## src/common/tbf_map.vh

```
`ifndef TBF_MAP_VH
`define TBF_MAP_VH

// Outer block framing characters and the ASCII digit base
`define TBF_CHR_HASH      8'h23
`define TBF_CHR_LF        8'h0A
`define TBF_CHR_ZERO      8'h30

// Data type designator: 4-byte float, least significant byte first
`define TBF_CHR_TYPE_F    8'h66
`define TBF_VAL_BYTES     4

// Fixed part of a section: tag, type byte, count digit
`define TBF_TAG_LEN       3
`define TBF_SEC_FIXED     5

// Result tags, byte 0 first
`define TBF_TAG_AVG       24'h41_5647
`define TBF_TAG_MIN       24'h4D_494E
`define TBF_TAG_MAX       24'h4D_4158
`define TBF_TAG_RND       24'h52_4E44

// Section indices and order
`define TBF_SEC_AVG       2'h0
`define TBF_SEC_MIN       2'h1
`define TBF_SEC_MAX       2'h2
`define TBF_MAX_SECTIONS  3

`endif

```

## src/verilog/tbf_bcd_conv.v

```verilog
`timescale 1ns/10ps
`default_nettype none

module tbf_bcd_conv #(
  parameter W  = 20,
  parameter D  = 7,
  parameter CW = 6
) (
  input  wire           clk_sys,
  input  wire           rst_n,
  input  wire           start,
  input  wire [W-1:0]   bin,
  output reg            done,
  output reg  [4*D-1:0] bcd,
  output reg  [3:0]     ndig
);

  reg  [W-1:0]   sh;
  reg  [CW-1:0]  cnt;
  reg            busy;
  reg  [4*D-1:0] adj;
  reg  [3:0]     used;
  integer        i;

  // Shift-and-add-three, one bit per cycle
  always @* begin
    adj  = bcd;
    used = 4'h1;
    for (i = 0; i < D; i = i + 1) begin
      if (bcd[4*i +: 4] > 4'h4)
        adj[4*i +: 4] = bcd[4*i +: 4] + 4'h3;
      if (bcd[4*i +: 4] != 4'h0)
        used = i[3:0] + 4'h1;
    end
  end

  always @(posedge clk_sys) begin
    if (!rst_n) begin
      sh   <= {W{1'b0}};
      cnt  <= {CW{1'b0}};
      busy <= 1'b0;
      done <= 1'b0;
      bcd  <= {4*D{1'b0}};
      ndig <= 4'h1;
    end else begin
      done <= 1'b0;
      if (start) begin
        sh   <= bin;
        bcd  <= {4*D{1'b0}};
        cnt  <= W[CW-1:0];
        busy <= 1'b1;
      end else if (busy) begin
        if (cnt != {CW{1'b0}}) begin
          bcd <= {adj[4*D-2:0], sh[W-1]};
          sh  <= {sh[W-2:0], 1'b0};
          cnt <= cnt - {{CW-1{1'b0}}, 1'b1};
        end else begin
          busy <= 1'b0;
          done <= 1'b1;
          ndig <= used;
        end
      end
    end
  end

endmodule

`default_nettype wire

```

## src/verilog/tbf_framer.v

```verilog
// Contract
// [RULE_01] Response opens with '#' and one digit counting the length digits.
// [RULE_02] Then that many length digits, that many content bytes, one linefeed.
// [RULE_03] At most three sections: average plus up to two auxiliaries.
// [RULE_04] Each section opens with a three-byte tag: AVG, MIN, MAX or RND.
// [RULE_05] Tag is followed by type byte 'f': four-byte float, LSB first.
// [RULE_06] Then one digit saying how many count digits follow.
// [RULE_07] Count field has that many digits and counts floats, not bytes.
// [RULE_08] Then the values themselves in the announced float format.
// [RULE_09] Content ends after average unless auxiliaries add further sections.
// [RULE_10] Order is average, minimum, maximum; four bytes per value.
// [RULE_11] Trace response honours the current auxiliary selection.
// [RULE_12] Content length sums tags, types, count headers, values before header.
`timescale 1ns/10ps
`default_nettype none
`include "tbf_map.vh"

module tbf_framer #(
  parameter CNT_W = 16,
  parameter CNT_D = 5,
  parameter LEN_D = 7
) (
  input  wire             clk_sys,
  input  wire             rst_n,
  input  wire             req_start,
  input  wire [CNT_W-1:0] value_count,
  input  wire             aux_min_sel,
  input  wire             aux_max_sel,
  input  wire             aux_max_is_random,
  input  wire             val_valid,
  input  wire [31:0]      val_data,
  output wire             val_ready,
  output reg  [1:0]       val_section,
  output reg  [7:0]       out_data,
  output reg              out_valid,
  input  wire             out_ready,
  output reg              out_last,
  output wire             busy
);

  localparam LEN_W = CNT_W + 4;

  localparam ST_IDLE = 4'h0;
  localparam ST_CONV = 4'h1;
  localparam ST_HASH = 4'h2;
  localparam ST_NLEN = 4'h3;
  localparam ST_LEN  = 4'h4;
  localparam ST_TAG  = 4'h5;
  localparam ST_TYPE = 4'h6;
  localparam ST_NCNT = 4'h7;
  localparam ST_CNT  = 4'h8;
  localparam ST_DATA = 4'h9;
  localparam ST_LF   = 4'hA;

  reg  [3:0]       state;
  reg  [CNT_W-1:0] n_vals;
  reg  [CNT_W-1:0] val_idx;
  reg  [2:0]       rem_mask;
  reg  [1:0]       nsec;
  reg              use_rnd;
  reg  [2:0]       dig;
  reg  [1:0]       byte_i;
  reg  [31:0]      word;
  reg              conv_go;

  wire             cnt_done;
  wire [4*CNT_D-1:0] cnt_bcd;
  wire [3:0]       cnt_ndig;
  wire             len_done;
  wire [4*LEN_D-1:0] len_bcd;
  wire [3:0]       len_ndig;

  wire             slot = !out_valid || out_ready;
  wire [2:0]       next_mask;
  reg  [1:0]       next_sec;
  reg  [23:0]      tag;
  reg  [LEN_W-1:0] sec_bytes;
  reg  [LEN_W-1:0] content_len;

  assign busy      = (state != ST_IDLE) || out_valid;
  assign val_ready = (state == ST_DATA) && (byte_i == 2'h0) && slot;
  assign next_mask = rem_mask & ~(3'b001 << val_section);

  // Per-section and total content size, known before the header goes out
  always @* begin
    sec_bytes = `TBF_SEC_FIXED + {{LEN_W-4{1'b0}}, cnt_ndig}
              + ({{4{1'b0}}, n_vals} << 2); // see [RULE_12] see [RULE_10]
    case (nsec)
      2'h3:    content_len = sec_bytes + (sec_bytes << 1); // see [RULE_12]
      2'h2:    content_len = sec_bytes << 1;
      default: content_len = sec_bytes;
    endcase
  end

  // Lowest remaining section comes next, keeping AVG, MIN, MAX order
  always @* begin
    if (next_mask[0])
      next_sec = `TBF_SEC_AVG; // see [RULE_10]
    else if (next_mask[1])
      next_sec = `TBF_SEC_MIN;
    else
      next_sec = `TBF_SEC_MAX;
  end

  always @* begin
    case (val_section)
      `TBF_SEC_AVG: tag = `TBF_TAG_AVG; // see [RULE_04]
      `TBF_SEC_MIN: tag = `TBF_TAG_MIN;
      default:      tag = use_rnd ? `TBF_TAG_RND : `TBF_TAG_MAX;
    endcase
  end

  tbf_bcd_conv #(
    .W  (CNT_W),
    .D  (CNT_D),
    .CW (6)
  ) u_cnt_conv (
    .clk_sys (clk_sys),
    .rst_n   (rst_n),
    .start   (conv_go),
    .bin     (n_vals),
    .done    (cnt_done),
    .bcd     (cnt_bcd),
    .ndig    (cnt_ndig)
  );

  // Length conversion waits for the count digits, which enter the size
  tbf_bcd_conv #(
    .W  (LEN_W),
    .D  (LEN_D),
    .CW (6)
  ) u_len_conv (
    .clk_sys (clk_sys),
    .rst_n   (rst_n),
    .start   (cnt_done),
    .bin     (content_len),
    .done    (len_done),
    .bcd     (len_bcd),
    .ndig    (len_ndig)
  );

  always @(posedge clk_sys) begin
    if (!rst_n) begin
      state       <= ST_IDLE;
      n_vals      <= {CNT_W{1'b0}};
      val_idx     <= {CNT_W{1'b0}};
      rem_mask    <= 3'b000;
      nsec        <= 2'h1;
      use_rnd     <= 1'b0;
      dig         <= 3'h0;
      byte_i      <= 2'h0;
      word        <= 32'h0000_0000;
      conv_go     <= 1'b0;
      val_section <= `TBF_SEC_AVG;
      out_data    <= 8'h00;
      out_valid   <= 1'b0;
      out_last    <= 1'b0;
    end else begin
      conv_go <= 1'b0;
      if (out_valid && out_ready) begin
        out_valid <= 1'b0;
        out_last  <= 1'b0;
      end
      case (state)
        ST_IDLE: begin
          if (req_start) begin
            // Selection is sampled per request, so the last setting applies
            n_vals      <= value_count;
            rem_mask    <= {aux_max_sel, aux_min_sel, 1'b1}; // see [RULE_11] see [RULE_03]
            nsec        <= 2'h1 + {1'b0, aux_min_sel} + {1'b0, aux_max_sel}; // see [RULE_09]
            use_rnd     <= aux_max_is_random;
            val_section <= `TBF_SEC_AVG;
            conv_go     <= 1'b1;
            state       <= ST_CONV;
          end
        end
        ST_CONV: begin
          if (len_done)
            state <= ST_HASH; // see [RULE_12]
        end
        ST_HASH: begin
          if (slot) begin
            out_data  <= `TBF_CHR_HASH; // see [RULE_01]
            out_valid <= 1'b1;
            state     <= ST_NLEN;
          end
        end
        ST_NLEN: begin
          if (slot) begin
            out_data  <= `TBF_CHR_ZERO + {4'h0, len_ndig}; // see [RULE_01]
            out_valid <= 1'b1;
            dig       <= len_ndig[2:0] - 3'h1;
            state     <= ST_LEN;
          end
        end
        ST_LEN: begin
          if (slot) begin
            out_data  <= `TBF_CHR_ZERO + {4'h0, len_bcd[dig*4 +: 4]}; // see [RULE_02]
            out_valid <= 1'b1;
            byte_i    <= 2'h0;
            if (dig == 3'h0)
              state <= ST_TAG;
            else
              dig <= dig - 3'h1;
          end
        end
        ST_TAG: begin
          if (slot) begin
            out_data  <= tag[23 - byte_i*8 -: 8]; // see [RULE_04]
            out_valid <= 1'b1;
            if (byte_i == `TBF_TAG_LEN - 1) begin
              byte_i <= 2'h0;
              state  <= ST_TYPE;
            end else begin
              byte_i <= byte_i + 2'h1;
            end
          end
        end
        ST_TYPE: begin
          if (slot) begin
            out_data  <= `TBF_CHR_TYPE_F; // see [RULE_05]
            out_valid <= 1'b1;
            state     <= ST_NCNT;
          end
        end
        ST_NCNT: begin
          if (slot) begin
            out_data  <= `TBF_CHR_ZERO + {4'h0, cnt_ndig}; // see [RULE_06]
            out_valid <= 1'b1;
            dig       <= cnt_ndig[2:0] - 3'h1;
            state     <= ST_CNT;
          end
        end
        ST_CNT: begin
          if (slot) begin
            out_data  <= `TBF_CHR_ZERO + {4'h0, cnt_bcd[dig*4 +: 4]}; // see [RULE_07]
            out_valid <= 1'b1;
            val_idx   <= {CNT_W{1'b0}};
            byte_i    <= 2'h0;
            if (dig != 3'h0) begin
              dig <= dig - 3'h1;
            end else if (n_vals != {CNT_W{1'b0}}) begin
              state <= ST_DATA; // see [RULE_08]
            end else begin
              // Empty section: nothing but its header
              rem_mask    <= next_mask;
              val_section <= next_sec;
              state       <= (next_mask == 3'b000) ? ST_LF : ST_TAG; // see [RULE_09]
            end
          end
        end
        ST_DATA: begin
          if (slot && (byte_i != 2'h0 || val_valid)) begin
            out_valid <= 1'b1;
            if (byte_i == 2'h0) begin
              out_data <= val_data[7:0]; // see [RULE_05]
              word     <= val_data;
            end else begin
              out_data <= word[byte_i*8 +: 8];
            end
            byte_i <= byte_i + 2'h1;
            if (byte_i == `TBF_VAL_BYTES - 1) begin // see [RULE_10]
              if (val_idx == n_vals - {{CNT_W-1{1'b0}}, 1'b1}) begin
                rem_mask    <= next_mask;
                val_section <= next_sec;
                state       <= (next_mask == 3'b000) ? ST_LF : ST_TAG; // see [RULE_09]
              end else begin
                val_idx <= val_idx + {{CNT_W-1{1'b0}}, 1'b1};
              end
            end
          end
        end
        ST_LF: begin
          if (slot) begin
            out_data  <= `TBF_CHR_LF; // see [RULE_02]
            out_valid <= 1'b1;
            out_last  <= 1'b1;
            state     <= ST_IDLE;
          end
        end
        default: begin
          state <= ST_IDLE;
        end
      endcase
    end
  end

endmodule

`default_nettype wire
```

## config.mk

```make
export PLATFORM = sky130hd
export DESIGN_NAME = tbf_framer
export DESIGN_NICKNAME = d
export VERILOG_FILES = /design/src/verilog/tbf_bcd_conv.v /design/src/verilog/tbf_framer.v
export VERILOG_INCLUDE_DIRS = /design/src /design/src/common
export SDC_FILE = /design/constraint.sdc
export NUM_CORES = 1
export LEC_CHECK = 0
export BUFFER_PORTS_ARGS = -buffer_cell sky130_fd_sc_hd__buf_2
export CAP_MARGIN = 25
export CORE_MARGIN = 2
export CORE_UTILIZATION = 50
export DETAILED_ROUTE_END_ITERATION = 10
export PLACE_DENSITY = 0.69
export SYNTH_ARGS = -nofsm -noshare
export SYNTH_HDL_FRONTEND = slang
export SYNTH_SLANG_ARGS = --single-unit
```

## constraint.sdc

```tcl
create_clock -name clk_sys -period 8.6 [get_ports clk_sys]
set_clock_uncertainty 0.1 [all_clocks]
set_input_delay 0 -clock clk_sys [delete_from_list [all_inputs] [get_ports clk_sys]]
set_output_delay 0 -clock clk_sys [all_outputs]
set_load 0.05 [all_outputs]
```

**Yosys cells after proc, flatten, opt, wreduce, memory -nomap -nowiden**

Cells that the tools add are included.

- Add/sub/neg operators: 30
- Magnitude comparators: 12
- Equality and inequality tests: 37
- Shift operators: 5
- Multiplexer cells: 118
- Bitwise logic cells: 9
- Reduce and logical (&&, ||, !) cells: 59

Operators with widths:

| kind | count |
|---|---|
| $mux 16 | 7 |
| $mux 4 | 28 |
| $mux 8 | 10 |
| $pmux 8 s9 | 1 |
| $mux 3 | 21 |
| $mux 20 | 3 |
| $gt 4x3->1 const B | 12 |
| $reduce_bool 4->1 | 12 |
| $pmux 4 s11 | 1 |
| $pmux 21 s2 | 1 |
| $add 4x2->4 const B | 10 |
| $pmux 20 s2 | 1 |
| $mux 2 | 17 |
| $shiftx 31x33->8 | 1 |
| $ne 2x2->1 const B | 16 |
| $pmux 16 s2 | 1 |
| $shiftx 32x6->8 | 1 |
| $mux 5 | 6 |
| $add 6x4->7 const A | 4 |
| $shiftx 28x6->4 | 1 |
| $mux 21 | 1 |
| $add 19x20->20 | 1 |
| $shiftx 20x6->4 | 1 |
| $add 5x18->19 | 1 |
| 49 further kinds | 112 |

- Register bits after elaboration: 200
- Input port bits: 56
- Output and inout bits: 14

**Depth between registers and ports, before layout**

- Word-level depth: 9
- Gate-level depth with buffers: 20

**By module**

From an unflattened synthesis, not the netlist that was laid out.

- Cells, all modules: 1611
- Area total of the unflattened synthesis: 12703.4 µm²

By module, submodules not included:

| module | instances | cells an instance | area each (µm²) | sequential area each (µm²) |
|---|---|---|---|---|
| tbf_framer | 1 | 956 | 7359.6 | 1841.8 |
| tbf_bcd_conv at u_len_conv | 1 | 377 | 3027.9 | 1181.1 |
| tbf_bcd_conv at u_cnt_conv | 1 | 278 | 2316.0 | 940.9 |

**Worst setup path after synthesis**

Ideal clock, no wire load.

- Kind: reg2reg
- Start: reg n_vals[0]
- End: reg u_len_conv.sh[15]
- Library setup time: 131 ps
- Arrival time: 3804 ps
- Path slack: 4565 ps
- Stages on the path, launching flop included: 18
- Buffers on the path: 0
- Period minus slack after synthesis: 4035 ps
- Cell sequence: dfxtp_1 inv_1 ha_1 inv_1 ha_1 inv_1 o311a_1 or2_2 ha_1 a2111oi_0 o221ai_1 o32ai_1 nand3b_1 o21a_1 o21ai_0 xor2_1 o21ai_0 o21ai_0

- Cells in the longest elaborated chain, start to end: 4

Ends and longest elaborated chain:

| what | RTL line | source |
|---|---|---|
| start: declaration | tbf_framer.v:56 | `reg [CNT_W-1:0] n_vals;` |
| start signal: assignment | tbf_framer.v:145 | `n_vals <= {CNT_W{1'b0}};` |
| start signal: assignment | tbf_framer.v:168 | `n_vals <= value_count;` |
| $add 5x18->19 (no source line) * | n/a |  |
| $add 19x20->20 | tbf_framer.v:89 | `2'h3: content_len = sec_bytes + (sec_bytes << 1);` |
| $pmux 20 s2 * | tbf_framer.v:88 | `case (nsec)` |
| $mux 20 * | tbf_bcd_conv.v:47 | `if (start) begin` |
| end signal: assignment | tbf_bcd_conv.v:39 | `sh <= {W{1'b0}};` |
| end signal: assignment | tbf_bcd_conv.v:48 | `sh <= bin;` |
| end signal: assignment | tbf_bcd_conv.v:55 | `sh <= {sh[W-2:0], 1'b0};` |
| end: declaration | tbf_bcd_conv.v:18 | `reg [W-1:0] sh;` |

Mark *: on every way between the ends. The rest lies on a longest branch, timed or not.
A chain may end at the register's enable or synchronous reset.

**Final worst setup path**

Same ends and word-level chain as after synthesis.

==> impl_metrics.toml <==
[drt]
final_antenna_net_count = 0
first_iter_violations = 876
via_count = 11600
detail_route.drc_violations = 0
wl_met2_um = 14900
postRouteWirelength_um = 32000
met1_wirelength_um = 14800
post_drt_via_cell_ratio = 5.72
drt_first_pass_iters = 5
wl_per_cell_um = 15.8
met3RoutedLength_um = 1540
dr.max_layer_used = "met4"

[place]
gp_congestion = 0.907
dp_cells = 1940
post-place-ws_ns = 3.90
dpl.hpwl_um = 21800
numPortBuffers = 69
place_area_sq_um = 12700

[layout]
fraction_of_layout_cells_with_a_size_suffix_above_1_pct = 9.16
final_cells = 2027
final_nets = 1791
layout.cell_area.non_filler_sq_um = 13800
area_growth_pct = 12.5
antennaDiodeCount = 0

[grt]
grt_antenna_before_repair = 0
grt_remaining_overflow = 0
grt_first_pass_wirelength_um = 53300
maximum_number_of_pins_on_one_net_before_global_route_repair = 71
vias_in_the_first_global_route = 10700
groute.usage.overall_pct = 25.0

[critical_path]
worst-setup-path-type = "flop to flop"
critical_path_peak_fanout = 7
critical_path_launch_point_type = "flop"
critical_path.endpoint_type = "flop"
data_required_time_of_the_critical_path_ns = 8.80
crit_arrival_ns = 5.02

[synthesis]
yosys_register_bits = 198
synth.largest_area_cell = "sky130_fd_sc_hd__dfxtp_1"
ys_top_cells_by_area = "sky130_fd_sc_hd__dfxtp_1, sky130_fd_sc_hd__nand2_1, sky130_fd_sc_hd__a21oi_1"
synth_ff_type = "sky130_fd_sc_hd__dfxtp_1"
synth_top_cell_area_share_pct = 32.2
synth_edf_count = 0
synthesis.instances = 1638
yosys_warnings = 0
ys_async_sr_fraction_pct = 0
syn_area_sq_um = 12300
average_cell_area_after_synthesis_sq_um = 7.51
synth_seq_area_share_pct = 32.2
syn_nets = 1739
yosys.cell_types.count = 78
most_frequent_cell_after_synthesis = "sky130_fd_sc_hd__nand2_1"
synth_top_cells_by_count = "sky130_fd_sc_hd__nand2_1, sky130_fd_sc_hd__a21oi_1, sky130_fd_sc_hd__dfxtp_1"

[floorplanning]
fp.dieW_um = 161
core.rowCount = 57
area_of_the_core_region_sq_um = 24200
ioPinCount = 70
full_die_area_sq_um = 25900
die_y_extent_um = 161
start_util_pct = 50.7

[clock_tree]
cts_tree = "built"
cts-buffers-inserted = 17
clockRootBuffer = "sky130_fd_sc_hd__clkbuf_16"
cts-root-to-sink-buffers = 2
h_tree_levels = 4
worst_setup_hold_path_clk_slew_ns = 0.08
cts_post_setup_buffers_inserted = 0
clock_latency_ns = 0.45
numClockSinks = 198

[timing]
hold_ws_ns = 0.112
grt_setup_unrepaired = "false"
final_min_period_over_clock_period_pct = 56.0
max_slew.worst_pin.slew_ns = 0.954
setup_ws_ns = 3.78
fmax_mhz = 207
final_period_demand_of_the_worst_path_ns = 4.82
max-slew-margin-rel_pct = 36.3
report.final.hold_viol_count = 0
finalSetupTns_ns = 0
finalSetupViolations = 0
report.final.slew_viol_count = 0

[power_and_ir_drop]
power.ir.vdd_worst_mv = 0.146
power_density_nw_per_um2 = 231
total_leakage_power_nw = 5.32

[hold_path]
type_of_the_tightest_min_delay_check = "primary input to flop"

[flow_run]
max_cap_viol_count = 0

[outcome]
status = "finished, final reports clean"
critical path: stages, from the launching register on:
cell and delay (ns):
sky130_fd_sc_hd__dfxtp_1 0.37, sky130_fd_sc_hd__inv_1 0.10, sky130_fd_sc_hd__ha_1 0.14, sky130_fd_sc_hd__inv_1 0.04
sky130_fd_sc_hd__ha_1 0.38, sky130_fd_sc_hd__inv_1 0.06, sky130_fd_sc_hd__o311a_1 0.39, sky130_fd_sc_hd__or2_2 0.36
sky130_fd_sc_hd__ha_1 0.36, sky130_fd_sc_hd__a2111oi_0 0.82, sky130_fd_sc_hd__o221ai_1 0.26, sky130_fd_sc_hd__o32ai_1 0.25
sky130_fd_sc_hd__nand3b_1 0.22, sky130_fd_sc_hd__o21a_1 0.23, sky130_fd_sc_hd__o21ai_0 0.16, sky130_fd_sc_hd__xor2_1 0.16
sky130_fd_sc_hd__o21ai_0 0.17, sky130_fd_sc_hd__o21ai_0 0.10
layout by cell type (no fill, tap or decap), types with 27 or more instances in the layout:
master,n
sky130_fd_sc_hd__nand2_1,296
sky130_fd_sc_hd__a21oi_1,212
sky130_fd_sc_hd__dfxtp_1,198
sky130_fd_sc_hd__nor2_1,147
sky130_fd_sc_hd__o21ai_0,85
sky130_fd_sc_hd__inv_1,75
sky130_fd_sc_hd__buf_2,69
sky130_fd_sc_hd__xnor2_1,56
sky130_fd_sc_hd__dlygate4sd3_1,53
sky130_fd_sc_hd__ha_1,44
sky130_fd_sc_hd__nor3_1,40
sky130_fd_sc_hd__a211oi_1,39
sky130_fd_sc_hd__mux2i_1,34
sky130_fd_sc_hd__nand3_1,30
sky130_fd_sc_hd__xor2_1,27
layer usage:
| metal | up-vias | global-route usage (%) |
|---|---|---|
| met5 | - | 0 |
| met1 | 5395 | 34.0 |
| li1 | 5824 | - |
| met4 | 0 | 8.32 |
| met3 | 60 | 4.03 |
| met2 | 313 | 40.5 |
timing repair:
action | in CTS | in global routing
endpoints found under the hold margin | 59 | 0
gates resized for setup | 0 | 0
hold buffers | 53 | 0
kinds of logic (layout without fill, tap and decap cells):
logic type	count (synthesis)	in the layout	share of synthesized area, %
AO/OA/AOI/OAI	451	451	22.0
buffers and inverters	182	247	6.24
flip-flops	198	198	32.2
AND/OR/NAND/NOR	626	626	22.9
multiplexers	51	51	5.79
XOR/XNOR	85	85	6.23
adder cells (fa/ha/maj)	45	45	4.64
path summary, 6_finish.rpt:
check | slack, ns | depth (start not counted) | from | endpoint
worst max register to register | 3.78 | 17 | n_vals[0] | u_len_conv.sh[15]
worst min register to register | 0.35 | 2 | word[22] | word[22]
worst max-delay path | 3.78 | 17 | n_vals[0] | u_len_conv.sh[15]
worst min-delay path | 0.11 | 5 | val_valid | out_valid
through the flow:
| stage | utilization (%) | total power, mW |
|---|---|---|
| after floorplan | - | 2.12 |
| after global placement | 52.3 | 2.36 |
| after detailed placement | 52.4 | 2.37 |
| after CTS | 56.9 | 3.19 |
| after global routing | 57.0 | 3.39 |
| final | 57.0 | 3.20 |
power breakdown:
group | leakage [nW] | internal (mW) | switching (mW)
Clock | 0.276 | 0.386 | 0.402
Combinational | 3.44 | 0.493 | 0.773
Sequential | 1.60 | 0.986 | 0.158
Total | 5.32 | 1.86 | 1.33
registers in the layout (all words and copies together) (netlist names), 2 cells and up:
name             flops
byte_i               2
dig                  3
n_vals              16
nsec                 2
out_data             8
rem_mask             3
state                4
u_cnt_conv.bcd      20
u_cnt_conv.cnt       6
u_cnt_conv.ndig      3
u_cnt_conv.sh       16
u_len_conv.bcd      28
u_len_conv.cnt       6
u_len_conv.ndig      3
u_len_conv.sh       20
val_idx             16
val_section          2
word                32
cell type report:
cell class | instances | area (sq um)
inverters | 76 | 287
multi-input cells | 1258 | 7580
repair buffers | 139 | 1030
clock buffers | 18 | 429
fillers | 2245 | 10400
well taps | 324 | 405
clock inverters | 14 | 135
flip-flops and latches | 198 | 3960
Power figures use the tool's default switching activity.
